**src/brc_map.vh**
```
// Purpose: constants of the serial command relay
// Assumes: 4 MHz master clock scaled to the 25 MHz system clock
// Notes: definitions only
`ifndef BRC_MAP_VH
`define BRC_MAP_VH
`define BRC_CLK_HZ 25000000
`define BRC_BAUD 4800
`define BRC_BIT_CYC (`BRC_CLK_HZ / `BRC_BAUD)
`define BRC_HALF_CYC (`BRC_BIT_CYC / 2)
`define BRC_CNT_W 13
`define BRC_MCLK_HZ 4000000
`define BRC_WORD_MCLK 81920
// Scaled by 1000 so the product stays inside 32-bit integer arithmetic
`define BRC_WORD_CYC ((`BRC_CLK_HZ / 1000) * `BRC_WORD_MCLK / (`BRC_MCLK_HZ / 1000))
`define BRC_WORD_W 20
`define BRC_RD_BASE 8'h50
`define BRC_WR_BASE 8'hd0
`define BRC_CMD_MASK 8'h07
`define BRC_IDX_CONV 3'h0
`define BRC_IDX_LAST 3'h6
`define BRC_CFG_RST 24'h000000
`define BRC_FIFO_DEPTH 8
`endif

```
**src/brc_fifo.v**
```verilog
// Purpose: small synchronous FIFO with valid/ready on both sides
// Assumes: single clock, synchronous active-high reset
// Notes: full and empty derived from a count
`timescale 1ns/10ps
module brc_fifo #(
   parameter WIDTH = 8,
   parameter DEPTH = 8,
   parameter AW = 3
) (
   input wire sys_clk,
   input wire rst,
   input wire [WIDTH-1:0] in_data,
   input wire in_valid,
   output wire in_ready,
   output wire [WIDTH-1:0] out_data,
   output wire out_valid,
   input wire out_ready
);
   reg [WIDTH-1:0] mem [0:DEPTH-1];
   reg [AW-1:0] wr_ptr_reg;
   reg [AW-1:0] rd_ptr_reg;
   reg [AW:0] count_reg;
   wire push;
   wire pop;
   assign in_ready = (count_reg != DEPTH[AW:0]);
   assign out_valid = (count_reg != {(AW+1){1'b0}});
   assign out_data = mem[rd_ptr_reg];
   assign push = in_valid && in_ready;
   assign pop = out_valid && out_ready;
   always @(posedge sys_clk) begin
      if (push) begin
         mem[wr_ptr_reg] <= in_data;
      end
   end
   always @(posedge sys_clk) begin
      if (rst) begin
         wr_ptr_reg <= {AW{1'b0}};
         rd_ptr_reg <= {AW{1'b0}};
         count_reg <= {(AW+1){1'b0}};
      end else begin
         if (push) begin
            wr_ptr_reg <= wr_ptr_reg + 1'b1;
         end
         if (pop) begin
            rd_ptr_reg <= rd_ptr_reg + 1'b1;
         end
         if (push && !pop) begin
            count_reg <= count_reg + 1'b1;
         end else if (pop && !push) begin
            count_reg <= count_reg - 1'b1;
         end
      end
   end
endmodule // brc_fifo

```
**src/brc_relay.v**
```verilog
// Purpose: serial command relay between a host UART and converter registers
// Assumes: host line idles high; conversion words and reference presence are inputs
// Notes: read answers are buffered in an 8-byte FIFO ahead of the transmitter
//
// How it works
// - The host line runs at 4800 baud, 8 data bits, no parity, one stop bit.
// - A write command is followed by exactly three bytes forming a 24-bit value.
// - Payload bytes come low byte first and each byte LSB first.
// - Codes 50h to 56h read conversion, config, gain, DAC and three offsets.
// - Codes D1h to D6h write those registers; the conversion word has no write code.
// - A new conversion word is taken at about 48.8 Hz, every 81,920 master clocks.
// - Without a reference the conversion result reads zero.
// - The new-word flag drops at each new word and rises once its third byte is handed to the FIFO.
`timescale 1ns/10ps
`include "brc_map.vh"
module brc_relay (
   input wire sys_clk,
   input wire rst,
   input wire host_rx,
   output reg host_tx,
   input wire [23:0] conv_in,
   input wire ref_present,
   output reg new_word_flag_n,
   output reg [23:0] cfg_out,
   output reg [23:0] gain_out,
   output reg [23:0] dac_out,
   output reg [23:0] ain_r_ofs_out,
   output reg [23:0] ain_n_ofs_out,
   output reg [23:0] ref_n_ofs_out,
   output reg cmd_error
);
   localparam S_CMD = 4'b0001;
   localparam S_DATA = 4'b0010;
   localparam S_RESP = 4'b0100;
   localparam S_IDLE = 4'b1000;
   localparam integer BIT_CYC_I = `BRC_BIT_CYC;
   localparam integer HALF_CYC_I = `BRC_HALF_CYC;
   localparam integer WORD_CYC_I = `BRC_WORD_CYC;
   localparam [`BRC_CNT_W-1:0] BIT_CYC = BIT_CYC_I[`BRC_CNT_W-1:0];
   localparam [`BRC_CNT_W-1:0] HALF_CYC = HALF_CYC_I[`BRC_CNT_W-1:0];
   localparam [`BRC_WORD_W-1:0] WORD_CYC = WORD_CYC_I[`BRC_WORD_W-1:0];

   // Receiver
   reg [`BRC_CNT_W-1:0] rx_cnt_reg;
   reg [3:0] rx_bit_reg;
   reg [7:0] rx_shift_reg;
   reg rx_busy_reg;
   reg rx_done_reg;
   always @(posedge sys_clk) begin
      if (rst) begin
         rx_cnt_reg <= {`BRC_CNT_W{1'b0}};
         rx_bit_reg <= 4'h0;
         rx_shift_reg <= 8'h00;
         rx_busy_reg <= 1'b0;
         rx_done_reg <= 1'b0;
      end else begin
         rx_done_reg <= 1'b0;
         if (!rx_busy_reg) begin
            if (!host_rx) begin
               rx_busy_reg <= 1'b1;
               rx_cnt_reg <= HALF_CYC;
               rx_bit_reg <= 4'h0;
            end
         end else if (rx_cnt_reg != {`BRC_CNT_W{1'b0}}) begin
            rx_cnt_reg <= rx_cnt_reg - 1'b1;
         end else begin
            rx_cnt_reg <= BIT_CYC - 1'b1;
            rx_bit_reg <= rx_bit_reg + 1'b1;
            if (rx_bit_reg == 4'h0) begin
               if (host_rx) begin
                  rx_busy_reg <= 1'b0; // False start glitch
               end
            end else if (rx_bit_reg < 4'h9) begin
               rx_shift_reg <= {host_rx, rx_shift_reg[7:1]};
            end else begin
               rx_busy_reg <= 1'b0;
               rx_done_reg <= host_rx;
            end
         end
      end
   end

   // Conversion word capture
   reg [`BRC_WORD_W-1:0] word_cnt_reg;
   reg [23:0] conv_reg;
   always @(posedge sys_clk) begin
      if (rst) begin
         word_cnt_reg <= {`BRC_WORD_W{1'b0}};
         conv_reg <= 24'h000000;
      end else if (word_cnt_reg == WORD_CYC - 1'b1) begin
         word_cnt_reg <= {`BRC_WORD_W{1'b0}};
         conv_reg <= ref_present ? conv_in : 24'h000000;
      end else begin
         word_cnt_reg <= word_cnt_reg + 1'b1;
      end
   end

   // Command decode
   reg [3:0] state_reg;
   reg [2:0] idx_reg;
   reg [1:0] byte_cnt_reg;
   reg [23:0] data_reg;
   reg [23:0] rd_val;
   reg fifo_valid_reg;
   reg [7:0] fifo_byte_reg;
   wire fifo_in_ready;
   wire [2:0] code_idx;
   wire code_ok;
   assign code_idx = rx_shift_reg[2:0];
   assign code_ok = ((rx_shift_reg & ~`BRC_CMD_MASK) == `BRC_RD_BASE
      || (rx_shift_reg & ~`BRC_CMD_MASK) == `BRC_WR_BASE)
      && code_idx <= `BRC_IDX_LAST;
   always @* begin
      case (idx_reg)
         3'h0: rd_val = conv_reg;
         3'h1: rd_val = cfg_out;
         3'h2: rd_val = gain_out;
         3'h3: rd_val = dac_out;
         3'h4: rd_val = ain_r_ofs_out;
         3'h5: rd_val = ain_n_ofs_out;
         3'h6: rd_val = ref_n_ofs_out;
         default: rd_val = 24'h000000;
      endcase
   end
   always @(posedge sys_clk) begin
      if (rst) begin
         state_reg <= S_CMD;
         idx_reg <= 3'h0;
         byte_cnt_reg <= 2'h0;
         data_reg <= 24'h000000;
         fifo_valid_reg <= 1'b0;
         fifo_byte_reg <= 8'h00;
         cmd_error <= 1'b0;
         cfg_out <= `BRC_CFG_RST;
         gain_out <= 24'h000000;
         dac_out <= 24'h000000;
         ain_r_ofs_out <= 24'h000000;
         ain_n_ofs_out <= 24'h000000;
         ref_n_ofs_out <= 24'h000000;
      end else begin
         if (fifo_valid_reg && fifo_in_ready) begin
            fifo_valid_reg <= 1'b0;
         end
         case (state_reg)
            S_CMD: begin
               if (rx_done_reg) begin
                  idx_reg <= code_idx;
                  byte_cnt_reg <= 2'h0;
                  cmd_error <= !code_ok
                     || (rx_shift_reg[7] && code_idx == `BRC_IDX_CONV);
                  if (code_ok && !rx_shift_reg[7]) begin
                     state_reg <= S_RESP;
                  end else if (code_ok && code_idx != `BRC_IDX_CONV) begin
                     state_reg <= S_DATA;
                  end
               end
            end
            S_DATA: begin
               if (rx_done_reg) begin
                  data_reg <= {rx_shift_reg, data_reg[23:8]};
                  byte_cnt_reg <= byte_cnt_reg + 1'b1;
                  if (byte_cnt_reg == 2'h2) begin
                     state_reg <= S_IDLE;
                  end
               end
            end
            S_IDLE: begin
               state_reg <= S_CMD;
               case (idx_reg)
                  3'h1: cfg_out <= data_reg;
                  3'h2: gain_out <= data_reg;
                  3'h3: dac_out <= data_reg;
                  3'h4: ain_r_ofs_out <= data_reg;
                  3'h5: ain_n_ofs_out <= data_reg;
                  3'h6: ref_n_ofs_out <= data_reg;
                  default: cmd_error <= 1'b1;
               endcase
            end
            S_RESP: begin
               // Waits on the FIFO so answer bytes are never dropped
               if (!fifo_valid_reg || fifo_in_ready) begin
                  fifo_valid_reg <= 1'b1;
                  fifo_byte_reg <= rd_val[8*byte_cnt_reg +: 8];
                  byte_cnt_reg <= byte_cnt_reg + 1'b1;
                  if (byte_cnt_reg == 2'h2) begin
                     state_reg <= S_CMD;
                  end
               end
            end
            default: state_reg <= S_CMD;
         endcase
      end
   end

   wire [7:0] tx_data;
   wire tx_valid;
   reg tx_take_reg;
   brc_fifo #(
      .WIDTH(8),
      .DEPTH(`BRC_FIFO_DEPTH),
      .AW(3)
   ) u_fifo (
      .sys_clk(sys_clk),
      .rst(rst),
      .in_data(fifo_byte_reg),
      .in_valid(fifo_valid_reg),
      .in_ready(fifo_in_ready),
      .out_data(tx_data),
      .out_valid(tx_valid),
      .out_ready(tx_take_reg)
   );

   // Transmitter: start, 8 data LSB first, stop
   reg [`BRC_CNT_W-1:0] tx_cnt_reg;
   reg [3:0] tx_bit_reg;
   reg [8:0] tx_shift_reg;
   reg tx_busy_reg;
   always @(posedge sys_clk) begin
      if (rst) begin
         tx_cnt_reg <= {`BRC_CNT_W{1'b0}};
         tx_bit_reg <= 4'h0;
         tx_shift_reg <= 9'h1ff;
         tx_busy_reg <= 1'b0;
         tx_take_reg <= 1'b0;
         host_tx <= 1'b1;
      end else begin
         tx_take_reg <= 1'b0;
         if (!tx_busy_reg) begin
            host_tx <= 1'b1;
            if (tx_valid && !tx_take_reg) begin
               tx_take_reg <= 1'b1;
               tx_busy_reg <= 1'b1;
               tx_shift_reg <= {1'b1, tx_data};
               tx_bit_reg <= 4'h0;
               tx_cnt_reg <= BIT_CYC - 1'b1;
               host_tx <= 1'b0;
            end
         end else if (tx_cnt_reg != {`BRC_CNT_W{1'b0}}) begin
            tx_cnt_reg <= tx_cnt_reg - 1'b1;
         end else if (tx_bit_reg == 4'h9) begin
            tx_busy_reg <= 1'b0;
         end else begin
            tx_cnt_reg <= BIT_CYC - 1'b1;
            tx_bit_reg <= tx_bit_reg + 1'b1;
            host_tx <= tx_shift_reg[0];
            tx_shift_reg <= {1'b1, tx_shift_reg[8:1]};
         end
      end
   end

   // New-word flag: low on a fresh word, high once its third read byte is loaded into the FIFO input register
   always @(posedge sys_clk) begin
      if (rst) begin
         new_word_flag_n <= 1'b1;
      end else if (word_cnt_reg == WORD_CYC - 1'b1) begin
         new_word_flag_n <= 1'b0;
      end else if (state_reg == S_RESP && idx_reg == `BRC_IDX_CONV
         && byte_cnt_reg == 2'h2 && (!fifo_valid_reg || fifo_in_ready)) begin
         new_word_flag_n <= 1'b1;
      end
   end
endmodule // brc_relay

```
**config.mk**
```make
export PLATFORM = sky130hd
export DESIGN_NAME = brc_relay
export DESIGN_NICKNAME = d
export VERILOG_FILES = /design/src/brc_fifo.v /design/src/brc_relay.v
export VERILOG_INCLUDE_DIRS = /design/src
export SDC_FILE = /design/constraint.sdc
export NUM_CORES = 1
export LEC_CHECK = 0
export ABC_AREA = 1
export ABC_CLOCK_PERIOD_IN_PS = 1900
export BUFFER_PORTS_ARGS = -buffer_cell sky130_fd_sc_hd__buf_2
export CORE_AREA = 2 2 276 210
export DETAILED_ROUTE_END_ITERATION = 8
export DIE_AREA = 0 0 278 212
export MAX_ROUTING_LAYER = met4
export PLACE_DENSITY_LB_ADDON = 0.1
export SLEW_MARGIN = 15
export SYNTH_ARGS = -nofsm -noshare
export SYNTH_HDL_FRONTEND = slang
export SYNTH_HIERARCHICAL = 1
export SYNTH_SLANG_ARGS = --single-unit
export TNS_END_PERCENT = 50
```
**constraint.sdc**
```tcl
create_clock -name sys_clk -period 1.9 [get_ports sys_clk]
set_input_delay 0.095 -clock sys_clk [delete_from_list [all_inputs] [get_ports sys_clk]]
set_output_delay 0.095 -clock sys_clk [all_outputs]
set_load 0.01 [all_outputs]
```
Yosys cells after proc, flatten, opt, wreduce, memory -nomap -nowiden
Memories as Yosys holds them, arrays and structs flattened. A register that Yosys moved wholly into a read port is not among the register bits. Cells that the tools add are included.

Memories: 1. Bits in writable memories: 64. Output and inout port bits: 147. Flip-flop bits (word level): 298. Logic and storage cells: 188.

Memory list: u_fifo.mem (depth 8, bits a word 8, rd ports 1, clocked after Yosys merged registers in 1, write ports 1, RTL line brc_fifo.v:19) `reg [WIDTH-1:0] mem [0:DEPTH-1];`.

Bitwise gates (word level): 3. Mux-type cells: 59. Add/sub/neg operators: 10. $lt $le $gt $ge: 2. Shift operators: 1. Reductions and logical operators: 54. Equality and inequality tests: 28.

Operators with widths (number): $pmux W24 S7 (1); $mux W13 (7); $mux W4 (16); $mux W9 (4); $reduce_bool A13 Y1 (2); $sub A13 B1 Y13 const B (2); $mux W24 (1); $reduce_and A2 Y1 (12); $shiftx A24 B6 Y8 (1); $mux W1 (22); $add A20 B1 Y20 const B (1); $eq A20 B19 Y1 const B (1); $ne A2 B2 Y1 const B (7); $add A4 B1 Y4 const B (3); $logic_and A1 B1 Y1 (12); $pmux W4 S3 (1); $eq A3 B3 Y1 const B (3); $eq A4 B4 Y1 const B (2); $reduce_and A4 Y1 (2); $reduce_bool A2 Y1 (4); $add A3 B1 Y3 const B (2); $eq A3 B2 Y1 const B (2); $logic_not A1 Y1 (6); $logic_not A3 Y1 (2); other kinds (28) (41).

Depth between registers and ports, before layout
Depth after elaboration: 8. Depth in mapped cells: 13. Mapped depth without buffers: 13.

By module
Netlist, hierarchy kept.

Modules (own cells, without submodules): brc_relay (area each 13540.5 um^2, seq. area each 5745.5 um^2, times used 1, cells each 1889); brc_fifo (area each 3205.6 um^2, seq. area each 2182.1 um^2, times used 1, cells each 287).

Worst setup path after synthesis
No wires, ideal clock.

Path kind: register to register. From: reg u_fifo.count_reg[1]. To: reg u_fifo.count_reg[3]. Data required time: 1791 ps. Data arrival time: 1801 ps. Buffers on the path: 0. Stages on the path, launching flop included: 14. Path slack: -10 ps. Setup time: 109 ps. Path through: dfxtp_1 > nor2_1 > nand3_2 > nand2_1 > inv_1 > ha_1 > inv_1 > ha_1 > a21oi_1 > nand2_1 > nand2_1 > nand3_1 > nand2_1 > inv_1.

Cells in the longest elaborated chain, start to end: 5. Elaborated cells between the ends (all ways): 13.

RTL lines: from (decl) (RTL line brc_fifo.v:22) `reg [AW:0] count_reg;`; from (signal assigned) (RTL line brc_fifo.v:39) `count_reg <= {(AW+1){1'b0}};`; from (signal assigned) (RTL line brc_fifo.v:48) `count_reg <= count_reg + 1'b1;`; from (signal assigned) (RTL line brc_fifo.v:50) `count_reg <= count_reg - 1'b1;`; $ne A4 B4 Y1 * (RTL line brc_fifo.v:25) `assign in_ready = (count_reg != DEPTH[AW:0]);`; net fifo_in_ready (RTL line brc_relay.v:106) `wire fifo_in_ready;`; $logic_and A1 B1 Y1 * (RTL line brc_fifo.v:28) `assign push = in_valid && in_ready;`; net u_fifo.push (RTL line brc_fifo.v:23) `wire push;`; $logic_not A1 Y1 (RTL line brc_fifo.v:49) `end else if (pop && !push) begin`; $logic_and A1 B1 Y1 (RTL line brc_fifo.v:49); $reduce_bool A2 Y1 (no source line).

Mark *: on every way through the listed nets, which the timed path passes. The rest lies on a longest branch. The select of a mux whose other input is x is not followed. A chain may end at the register's enable or synchronous reset.

Worst setup path in the final report
From: reg idx_reg[1]. To: reg fifo_byte_reg[2].

Cells in the longest elaborated chain, start to end: 3. Elaborated cells between the ends (all ways): 9.

RTL lines: from (decl) (RTL line brc_relay.v:100) `reg [2:0] idx_reg;`; from (signal assigned) (RTL line brc_relay.v:147) `idx_reg <= code_idx;`; $eq A3 B3 Y1, or another cell as far along (RTL line brc_relay.v:114) `case (idx_reg)`; $pmux W24 S7 * (RTL line brc_relay.v:114); $shiftx A24 B6 Y8 * (RTL line brc_relay.v:183) `fifo_byte_reg <= rd_val[8*byte_cnt_reg +: 8];`; to (signal assigned) (RTL line brc_relay.v:183); to (decl) (RTL line brc_relay.v:105) `reg [7:0] fifo_byte_reg;`.

Mark *: on every way between the ends. The rest lies on a longest branch, timed or not.

==> impl_results.md <==
* Status: complete, but fails checks
* Failing checks: negative setup slack
* Hold WS at roughly 0.34 ns
* Net count, final at ~2400
* Net Sw Frac at 0.226
* Biggest register: u_fifo/mem
* Non-filler instance count after layout at about 3100
* Worst EP required at 2.40 ns
* Layout cells sized above 1 at 0.173
* Clock sink count at 364
* Number of setup violations in the final report at 1
* Chip height at 212 um
* Netlist cell types at between 50 and 60
* Pint at around 13000 uW
* DRT iter0 DRCs at ~1400
* Critical path type: reg2reg
* Most common cell in the netlist: nor2_1
* Top FF cell, synth: dfxtp_1
* Ranking of synthesized cells by area: dfxtp_1, edfxtp_1, nor2_1
* Detail Placement HPWL at 44000 um
* Hold Vio Cnt, Final at 0
* #FFs+latches synth at 364
* Number of global-route vias before repair at roughly 14000
* Std-Cell Rows at 76
* Syn_nets at 2220
* Post-route DRC at 0
* P_leak at approximately 0.0085 uW
* Post-synth EDFFs at 64
* Die area at between 50000 and 60000 um^2
* Post-route ant nets at 0
* Via count at around 16000
* Clock buffer depth at 3
* DRT Pass-1 Iters at 7
* Routed WL at a little over 60000 um
* CP max-delay cell: nand3_1
* Synth top area share at 0.359
* Worst endpoint data arrival time at between 2 and 2.5 ns
* Syn avg cell area at 7.70 um^2
* Final setup margin at -0.0285 ns
* Yosys warns at 6
* Max reg flops at 64
* PwrDens at 824 nW/um^2
* RSZ-0062 raised after global routing: true
* Clock transition at path regs at ~0.06 ns
* Max Fclk at 0.519 GHz
* Clock H-tree levels at 2
* Post-Syn Instances at 2176
* Largest net degree at the start of global routing at 91
* Port bufs at 174
* Setup Skew at 0.0314 ns
* Peak VDD IR at approximately 540 uV
* Antenna violations before repair at 5
* Worst-Margin Slew at 0.624 ns
* CP endpoint kind: register
* Slew HR at 0.583
* CTS tree: built
* TritonCTS buffer count at 42
* Total grt overflow at 0
* Tmin final at roughly 1.9 ns
* Total global-route track usage at 0.212
* Max-cap violations at 0
* Register share of total power at 0.472
* Root Buffer: clkbuf_16
* Post-synth top area cell: dfxtp_1
* Core Area at 56600 um^2
* Crit path largest cell delay at 0.42 ns
* Routed WL per cell at 19.5 um
* Starting Density at 0.296
* Most frequent cells after synthesis: nor2_1, nand2_1, dfxtp_1
* Post-synth ARST share at 0
* Sw Pwr at around 3800 uW
* First-pass GRT wire length at 92300 um
* Synth Cell Area at 16700 um^2
* Worst-Skew Late Latency at 0.58 ns
* Seq/Total Area, Yosys at 0.473
* Clock power share at 0.492
* IO Count at 175
* HP Class: in2reg
* Crit share post-route at 1.02
* Die Wd at about 280 um
* Global placement routability congestion at 0.848
* Slew Limit Fails at 0
* Syn-to-layout area delta at 21.2%
* Placed insts at 3046
* Most Frequent Cell on Critical Path: nand2_1
* Critical Path, Cell by Cell: nor2_4, nand3_1, nand2_1, nor2_1, nand2_1, nand2_1, nand2_1, nand2_1, a21oi_1
* Crit start category: register
* Gate power share at 0.036
* Drt via density at 4.97
* Worst-path fanout max at 8
[layout by cell type (no fill, tap or decap), types with 5 or more instances in the layout]
master	count
ha_1	13
inv_2	15
nand4_1	139
buf_12	17
clkbuf_16	43
nor2_1	420
a21oi_1	123
dfxtp_1	295
inv_4	5
nand3_1	122
nor3_1	8
buf_4	74
o21ai_0	198
nand2_1	339
nor2_4	12
nand3_2	8
clkinv_2	8
edfxtp_1	64
inv_1	126
o21ai_1	58
dlygate4sd3_1	27
nor2_2	11
clkbuf_8	8
buf_2	173
clkbuf_1	9
a21oi_2	6
xor2_1	20
xnor2_1	6
[what timing repair did]
item	4_1_cts	5_1_grt
setup buffers	0	0
hold buffers	27	0
endpoints found under the hold margin	31	0
gates resized for setup	0	19
endpoints found under the setup margin	0	34
[logic make-up (layout without fill, tap and decap cells)]
kind of cell,count (synthesis),in the layout,share of synthesized area
and+or+nand+nor,1084,1084,0.292
adders and majority gates,16,16,0.0124
DFF,364,364,0.473
other,0,1,0
xor gates and xnor gates,26,26,0.0136
AOI/OAI and AO/OA,403,403,0.124
buffers and inverters,283,513,0.0843
[per-layer routing]
layer	part of all wire	vias to the layer above	GRT usage
met5	0	-	-
met4	0.016	0	0.0468
met3	0.075	67	0.0409
met2	0.39	489	0.279
met1	0.52	7393	0.325
li1	-	7692	-
[per-stage QoR]
stage / TNS (ns) / worst slack, ns / instance area [um^2] / power [uW] / util
after global routing: -0.136 / -0.0465 / 20300 / 17300 / 0.359
after CTS: 0 / 0.00232 / 20200 / 17000 / 0.358
after floorplan: 0 / 0.0299 / 16700 / 8460 / -
after global placement: 0 / 0.0171 / 18600 / 8620 / 0.329
final: -0.0285 / -0.0285 / 20300 / 16700 / 0.359
after detailed placement: 0 / 0.0421 / 18600 / 8630 / 0.329
[path summary, 6_finish.rpt]
check / startpoint / slack (ns) / endpoint / depth (start not counted)
hold / removal: conv_in[9] / 0.34 / conv_reg[9]$_SDFFE_PP0P_ / 4
setup reg to reg: idx_reg[1]$_SDFFE_PP0P_ / -0.03 / fifo_byte_reg[2]$_SDFFE_PP0P_ / 9
setup / recovery: idx_reg[1]$_SDFFE_PP0P_ / -0.03 / fifo_byte_reg[2]$_SDFFE_PP0P_ / 9
hold reg to reg: conv_reg[14]$_SDFFE_PP0P_ / 0.46 / conv_reg[14]$_SDFFE_PP0P_ / 2
[power groups by stage]
stage          combinational (uW)  clock (uW)  sequential, uW
6_report                      601        8220            7900
5_1_grt                       684        8740            7900
4_1_cts                       603        8480            7900
3_5_place_dp                  557           0            8070
3_3_place_gp                  554           0            8070
2_1_floorplan                 398           0            8060
[layout make-up]
type,instances,area [um^2]
multi-input combinational,1529,7440
clock inverter,14,153
antenna,1,2.50
timing repair buffer,291,2030
tap,741,927
sequential,364,7940
clock buffer,60,1220
inverter,148,574
fill,5852,36300
[worst max-delay path: cells and delay by family (launching register included)]
family	cells	cell delay, ns
and+or+nand+nor	8	1.35
AOI/OAI and AO/OA	1	0.11
DFF	1	0.40
(Power assumes the default switching activity.)
